### src/include/region_decode_defs.vh
// Register offsets, field positions and reset values of the region decoder
`ifndef REGION_DECODE_DEFS_VH
`define REGION_DECODE_DEFS_VH

`define REGION0_OFFSET      32'hffffe400
`define REGION1_OFFSET      32'hffffe404
`define REGION2_OFFSET      32'hffffe408
`define REGION3_OFFSET      32'hffffe40c
`define REGION_OFFSET_MASK  32'hfffffff0
`define REGION_INDEX_LSB    2
`define REGION_INDEX_MSB    3
`define START_HIGH_LSB      16
`define START_HIGH_MSB      31
`define MASK_LSB            0
`define MASK_MSB            15
`define LOW_MASK_TOP_BIT    29
`define HIGH_MASK_TOP_BIT   30
`define REGION_RESET        32'h000003ff
`define AXI_RESP_OKAY       2'h0
`define AXI_RESP_SLVERR     2'h2

`endif

### src/hdl/region_match.v
// One region comparator: base and mask against a bus address
`timescale 1ns/100ps
`include "region_decode_defs.vh"
module region_match #(
    parameter TOP_BIT = 29
) (
    input  wire [31:0] addr,
    input  wire [31:0] base_mask,
    output wire        hit
);
    wire [31:0] start_addr;
    wire [31:0] care;
    genvar i;

    // Low 16 start bits are zero: 64 KB steps
    assign start_addr = {base_mask[`START_HIGH_MSB:`START_HIGH_LSB], 16'h0000};

    generate
        for (i = 0; i < 32; i = i + 1)
        begin : g_care
            if (i > TOP_BIT)
            begin : g_above
                assign care[i] = 1'b1;
            end
            else if (i >= TOP_BIT - `MASK_MSB)
            begin : g_range
                assign care[i] = ~base_mask[i - (TOP_BIT - `MASK_MSB)];
            end
            else
            begin : g_below
                assign care[i] = 1'b0;
            end
        end
    endgenerate

    assign hit = ((addr ^ start_addr) & care) == 32'h00000000;
endmodule // region_match

### src/hdl/region_decoder.v
// Four-region chip-select decoder with AXI4-Lite register slave
//
// The AXI4-Lite register port was decided locally.
`timescale 1ns/100ps
`include "region_decode_defs.vh"
module region_decoder (
    input  wire        aclk,
    input  wire        aresetn,
    input  wire [31:0] s_axi_awaddr,
    input  wire        s_axi_awvalid,
    output reg         s_axi_awready,
    input  wire [31:0] s_axi_wdata,
    input  wire [3:0]  s_axi_wstrb,
    input  wire        s_axi_wvalid,
    output reg         s_axi_wready,
    output reg  [1:0]  s_axi_bresp,
    output reg         s_axi_bvalid,
    input  wire        s_axi_bready,
    input  wire [31:0] s_axi_araddr,
    input  wire        s_axi_arvalid,
    output reg         s_axi_arready,
    output reg  [31:0] s_axi_rdata,
    output reg  [1:0]  s_axi_rresp,
    output reg         s_axi_rvalid,
    input  wire        s_axi_rready,
    input  wire [31:0] bus_addr,
    input  wire        bus_cycle,
    output reg  [3:0]  region_select
);
    reg  [31:0] region_reg [0:3];
    reg  [31:0] awaddr_reg;
    reg         aw_held_reg;
    reg  [31:0] wdata_reg;
    reg  [3:0]  wstrb_reg;
    reg         w_held_reg;
    wire [3:0]  hit;
    integer     k;

    function is_mapped;
        input [31:0] a;
        begin
            is_mapped = (a & `REGION_OFFSET_MASK) == `REGION0_OFFSET;
        end
    endfunction

    // Byte offsets inside a word alias to it; only the word index is decoded
    function [1:0] reg_index;
        input [31:0] a;
        begin
            reg_index = a[`REGION_INDEX_MSB:`REGION_INDEX_LSB];
        end
    endfunction

    function [31:0] merge;
        input [31:0] old;
        input [31:0] data;
        input [3:0]  strb;
        integer b;
        begin
            merge = old;
            for (b = 0; b < 4; b = b + 1)
                if (strb[b])
                    merge[b*8 +: 8] = data[b*8 +: 8];
        end
    endfunction

    // Write channel: address and data accepted in either order
    always @(posedge aclk)
    begin
        if (!aresetn)
        begin
            s_axi_awready <= 1'b1;
            s_axi_wready  <= 1'b1;
            s_axi_bvalid  <= 1'b0;
            s_axi_bresp   <= `AXI_RESP_OKAY;
            aw_held_reg   <= 1'b0;
            w_held_reg    <= 1'b0;
            awaddr_reg    <= 32'h00000000;
            wdata_reg     <= 32'h00000000;
            wstrb_reg     <= 4'h0;
            for (k = 0; k < 4; k = k + 1)
                region_reg[k] <= `REGION_RESET;
        end
        else
        begin
            if (s_axi_awvalid && s_axi_awready)
            begin
                awaddr_reg    <= s_axi_awaddr;
                aw_held_reg   <= 1'b1;
                s_axi_awready <= 1'b0;
            end
            if (s_axi_wvalid && s_axi_wready)
            begin
                wdata_reg    <= s_axi_wdata;
                wstrb_reg    <= s_axi_wstrb;
                w_held_reg   <= 1'b1;
                s_axi_wready <= 1'b0;
            end
            if (aw_held_reg && w_held_reg && !s_axi_bvalid)
            begin
                if (is_mapped(awaddr_reg))
                begin
                    region_reg[reg_index(awaddr_reg)] <=
                        merge(region_reg[reg_index(awaddr_reg)], wdata_reg, wstrb_reg);
                    s_axi_bresp <= `AXI_RESP_OKAY;
                end
                else
                    s_axi_bresp <= `AXI_RESP_SLVERR;
                s_axi_bvalid <= 1'b1;
                aw_held_reg  <= 1'b0;
                w_held_reg   <= 1'b0;
            end
            if (s_axi_bvalid && s_axi_bready)
            begin
                s_axi_bvalid  <= 1'b0;
                s_axi_awready <= 1'b1;
                s_axi_wready  <= 1'b1;
            end
        end
    end

    // Read channel: one cycle to answer
    always @(posedge aclk)
    begin
        if (!aresetn)
        begin
            s_axi_arready <= 1'b1;
            s_axi_rvalid  <= 1'b0;
            s_axi_rdata   <= 32'h00000000;
            s_axi_rresp   <= `AXI_RESP_OKAY;
        end
        else if (s_axi_arvalid && s_axi_arready)
        begin
            s_axi_arready <= 1'b0;
            s_axi_rvalid  <= 1'b1;
            if (is_mapped(s_axi_araddr))
            begin
                s_axi_rdata <= region_reg[reg_index(s_axi_araddr)];
                s_axi_rresp <= `AXI_RESP_OKAY;
            end
            else
            begin
                // Unmapped reads return zero so no stale word leaks to software
                s_axi_rdata <= 32'h00000000;
                s_axi_rresp <= `AXI_RESP_SLVERR;
            end
        end
        else if (s_axi_rvalid && s_axi_rready)
        begin
            s_axi_rvalid  <= 1'b0;
            s_axi_arready <= 1'b1;
        end
    end

    // regions 0 and 1 mask A29..A14
    region_match #(.TOP_BIT(`LOW_MASK_TOP_BIT)) u_match0 (
        .addr      (bus_addr),
        .base_mask (region_reg[0]),
        .hit       (hit[0])
    );
    region_match #(.TOP_BIT(`LOW_MASK_TOP_BIT)) u_match1 (
        .addr      (bus_addr),
        .base_mask (region_reg[1]),
        .hit       (hit[1])
    );
    // regions 2 and 3 mask A30..A15
    region_match #(.TOP_BIT(`HIGH_MASK_TOP_BIT)) u_match2 (
        .addr      (bus_addr),
        .base_mask (region_reg[2]),
        .hit       (hit[2])
    );
    region_match #(.TOP_BIT(`HIGH_MASK_TOP_BIT)) u_match3 (
        .addr      (bus_addr),
        .base_mask (region_reg[3]),
        .hit       (hit[3])
    );

    // Registered selects trade one cycle of latency for clean outputs
    // Overlapping regions all assert; there is no priority between them
    always @(posedge aclk)
    begin
        if (!aresetn)
            region_select <= 4'h0;
        else
            region_select <= bus_cycle ? hit : 4'h0;
    end
endmodule // region_decoder

### config.mk
export PLATFORM = sky130hd
export DESIGN_NAME = region_decoder
export DESIGN_NICKNAME = d
export VERILOG_FILES = /design/src/hdl/region_match.v /design/src/hdl/region_decoder.v
export VERILOG_INCLUDE_DIRS = /design/src /design/src/include
export SDC_FILE = /design/constraint.sdc
export NUM_CORES = 1
export LEC_CHECK = 0
export ABC_AREA = 1
export BUFFER_PORTS_ARGS = -buffer_cell sky130_fd_sc_hd__buf_2
export CAP_MARGIN = 40
export CORE_MARGIN = 2
export CORE_UTILIZATION = 33
export CTS_CLUSTER_SIZE = 14
export DETAILED_ROUTE_END_ITERATION = 6
export HOLD_SLACK_MARGIN = 0.12
export PLACE_DENSITY = 0.6
export SYNTH_ARGS = -nofsm -noshare
export SYNTH_HDL_FRONTEND = slang
export SYNTH_SLANG_ARGS = --single-unit
### constraint.sdc
create_clock -name aclk -period 6.04 [get_ports aclk]
set_clock_uncertainty 0.2 [all_clocks]
set_input_delay 1.208 -clock aclk [delete_from_list [all_inputs] [get_ports aclk]]
set_output_delay 1.208 -clock aclk [all_outputs]
set_load 0.01 [all_outputs]
Word-level counts from Yosys, hierarchy flattened:

Memories as Yosys holds them, arrays and structs flattened.
Index checks and enable logic that the tools add are counted.

* bits in registers: 115
* RAM bits: 128
* bits of input ports: 140
* output and inout bits: 45
* logic and storage cells: 146
* memories kept: 1

Memory list
* region_reg: words 4, bits a word 32, rd ports 5, clocked after Yosys merged registers in 0, write ports 4, line region_decoder.v:30 `reg [31:0] region_reg [0:3];`

* eq/ne operators: 6
* mux-type cells: 31
* bitwise operators: 73
* reductions and logical operators: 21

Operators by type and width (count)
* bitwise AND 32 bit: 4
* logical NOT 32 bit: 4
* 2-to-1 mux 8 bit: 16
* XOR 32 bit: 4
* inverter 1 bit: 65
* 2-to-1 mux 32 bit: 2
* equality test 28 bit (second input constant): 2
* OR reduction 32 bit: 1
* inequality test 4 bit (second input constant): 4
* AND reduction 2 bit: 5
* 2-to-1 mux 1 bit: 9
* logical AND 1 bit: 7
* 2-to-1 mux 2 bit: 3
* 2-to-1 mux 4 bit: 1
* OR reduction 2 bit: 2
* nonzero test 2 bit: 1
* logical NOT 1 bit: 1

Depth between registers and ports, before layout:

* depth after elaboration: 8
* mapped depth: 12
* mapped depth without buffers: 11

Hierarchy:

Synthesis repeated with hierarchy kept, for this count alone.

* cell total of the unflattened synthesis: 1426
* area, all modules: 11439.7 um^2

By module, submodules not included
* region_decoder: instances 1, cells each 1062, area an instance 9875.7 um^2
* region_match at u_match2 ...: instances 2, cells each 95, area an instance 402.9 um^2
* region_match at u_match0 ...: instances 2, cells each 87, area an instance 379.1 um^2

Least setup slack after synthesis:

No wires, ideal clock.

* path type: input to register
* start point: input aresetn
* end point: memory region_reg[0][16], enable pin
* setup time: 0.329 ns
* arrival time: 2.301 ns
* required time: 5.511 ns
* path slack: 3.210 ns
* cell stages on the path: 7
* buffers on the path: 1
* cells stage by stage: inv_2 -> nor2_2 -> o211ai_1 -> nand2_2 -> buf_6 -> nand4_2 -> nand2_1

RTL lines
* from (decl): line region_decoder.v:8 `input wire aresetn,`
* to (decl): line region_decoder.v:30

==> summary.txt <==
Final layout
  • Post-layout nets: 1,531
  • # fillers: approximately 3.3k
  • Layout cell share with drive strength beyond 1: ~18%
  • Register area: about 6000 sq um
  • Area of the multi-input gates: ~4000 sq um
  • Area growth syn-to-layout: 19.9%
  • Layout Cells excl Fill: 1,856
  • Max reg flops: about 130

CTS
  • Worst-Skew Late Latency: around 0.54 ns
  • Setup repair bufs after CTS: 0
  • Clk sinks: around 240
  • Largest buffer count on any clock path: 3
  • H-tree depth: 1
  • Root buf cell: clkbuf_16
  • Cts hold-fix bufs: 0
  • Clock transition at path regs: around 0.060 ns
  • TritonCTS clock tree: yes
  • TritonCTS Buffers: 28
  • Resized cells post-CTS: 0

Floorplanning
  • Core area: 32,400 sq um
  • Starting Density: 33.3%
  • Die height: ~180 um
  • Row count: 66
  • Die width: around 180 um
  • Ports: ~190
  • Total die area: 34,100 sq um

Global route
  • GRT Residual Overflow: 0
  • Initial antenna violation count: 3
  • First-pass GRT wire length: between 40 and 50 mm
  • Vias in the first global route: 8,360
  • GRT Total Usage: 18.0%
  • Pin count of the biggest net entering global routing: 75

Yosys
  • Dominant synthesized flop cell: edfxtp_1
  • Sequential-to-total area share from yosys stat: between 50% and 60%
  • Synth unique cells: between 40 and 50
  • Ys Warns: 0
  • Synth Instances: 1,250
  • Area leader, netlist: edfxtp_1
  • Netlist Area Pre-Place: about 11,000 sq um
  • Post-synth EDFFs: 128
  • Flops & latches, synth: approximately 240
  • Most frequent cell after synthesis: nor2_1
  • Top post-synthesis cells by area: edfxtp_1 (36%), dfxtp_1 (21%), nor2_1 (10%), o21ai_0 (7.8%), nand2_1 (6.3%)
  • Commonest cells in the netlist: nor2_1 (299), nand2_1 (182), o21ai_0 (167)
  • Syn_area_per_cell: roughly 8.6 sq um
  • Synth top area share: between 30 and 40%
  • FFs w/ async S/R, synth: 0%

Timing
  • Fin crit period: between 3 and 4 ns
  • Fin. max-slew vios: 0
  • Setup_tns: 0 ns
  • Period Utilization, post-route: approximately two thirds
  • Unrepaired setup endpoints after global routing: false
  • FMAX: about 250 MHz
  • Final worst slack: between 2 and 2.5 ns
  • Tightest Pin Transition: between 0.7 and 0.8 ns
  • Max_slew headroom: between 50% and 60%
  • Final Hold Fails: 0
  • Setup Viol. Count Final: 0

Placement
  • Final GP Congestion: a little under 0.9
  • Dpl hpwl: 23.1 mm
  • Pre-CTS WS: approximately 1.5 ns
  • Port Buffers: around 160
  • Placed cell count: 1,803

Power and ir drop
  • Cell Int Power: 0.00297 W
  • Power Dens Cells: 302 nW/um^2
  • Worst VDD drop: ~0.22 mV
  • P_sw: between 0.0009 and 0.001 W
  • Share of power burned in registers: a little under half
  • Combinational share of power: 8.0%
  • Clk pwr share: about 44%
  • Switching share of power: 24.0%
  • Leakage power: between 5 and 6 nW

Setup path
  • RR Endpoint: region_reg[0][9]
  • Worst path arrival time: just under 4 ns
  • CP max stage delay: between 0.5 and 0.6 ns
  • Register-to-Register Setup Slack: 2.92 ns
  • Critical path class: in2reg
  • Worst-path cell chain: buf_2, inv_2, nor2_2, o211ai_1, nand2_2, buf_4, nand4_2, nand2_1
  • Worst setup SP type: primary input
  • R2R cell count: 9
  • FF-to-FF Start: awaddr_reg[15]
  • CP Data Required Time: 6.05 ns
  • Crit path max fanout: 37
  • CP max-delay cell: nand2_2
  • Crit end category: register

Routing
  • Number of vias per cell: 4.90
  • Initial DRC count: about 650
  • Drt wl/cell: about 17 um
  • Post-Route WL: 31.3 mm
  • Drt pass-1 iters: 5
  • DRC: 0
  • Routed vias: between 9k and 10k
  • DRT antenna net count: 0

Run
  • Max-cap violations: 0

Worst hold path
  • Hold EP: s_axi_rresp[1]
  • Class of the worst hold path: reg2reg
  • Hold path start: s_axi_rresp[1]
  • Hold Path Stages: 2

Status
  • Status: completed
[stage by stage]
step	hold WS (ns)	cell area [sq um]	utilization, %	total power, W
6_report	0.251	12900	39.9	0.00391
5_1_grt	0.271	12900	39.9	0.00404
4_1_cts	0.252	12900	39.9	0.00394
3_5_place_dp	0.242	12000	36.9	0.00221
3_3_place_gp	0.242	11900	36.8	0.00220
2_1_floorplan	0.229	10800	-	0.00206
[worst max-delay path by stage]
stage / start / end / cells past startpoint
global placement: aresetn / region_reg[0][8] / 8
floorplan: aresetn / region_reg[0][16] / 7
CTS: aresetn / region_reg[0][8] / 8
finish: aresetn / region_reg[0][9] / 8
detailed placement: aresetn / region_reg[0][9] / 8
global route: aresetn / region_reg[0][8] / 8
[power by group through the flow]
stage | Clock, W | Combinational, W | Sequential [W]
after floorplan | 0 | 0.000199 | 0.00186
after global placement | 0 | 0.000308 | 0.00189
after detailed placement | 0 | 0.000316 | 0.00189
after CTS | 0.00176 | 0.000317 | 0.00186
after global routing | 0.00182 | 0.000356 | 0.00186
final | 0.00174 | 0.000314 | 0.00186
[layout by cell type, fill, tap and decap left out, drive strengths merged, types with 29 or more instances in the layout]
cell    synthesis  routed
o21ai         167     167
nand2         200     200
a21oi          86      86
dfxtp         111     111
buf            16     173
edfxtp        128     128
o22ai          29      29
clkbuf         47      38
inv            85      86
nor2          304     304
[kinds of logic (layout without fill, tap and decap cells)]
kind of cell	count (synthesis)	count (layout)	share of synthesized area, %
and+or+nand+nor	546	546	21.9
DFF	239	239	56.2
xor gates and xnor gates	16	16	1.30
other	1	3	0.0348
AOI/OAI and AO/OA	299	299	14.7
buffers and inverters	149	311	5.77
[metal layers]
metal | track usage, % | vias up | routed length, um | share of wire, %
li1 | - | 4470 | - | -
met5 | 0 | - | 20 | 0.064
met1 | 26.5 | 4143 | 14600 | 47
met3 | 2.93 | 58 | 2700 | 8.6
met4 | 4.54 | 4 | 739 | 2.4
met2 | 27.5 | 420 | 13300 | 42
[final cells by class]
| type | instances | share of cell area [%] |
|---|---|---|
| antenna | 1 | 0.0194 |
| clock buffer | 38 | 6.26 |
| clock inverter | 14 | 1.25 |
| inverter | 86 | 2.50 |
| multi-input combinational | 863 | 31.7 |
| sequential | 239 | 46.9 |
| tap | 442 | 4.28 |
| timing repair buffer | 173 | 7.08 |
[critical path: cells and delay by family]
kind	cells	cell delay, ns
simple gates	4	1.44
buf+inv	3	1.16
compound gates	1	0.14
(Power assumes the default switching activity.)
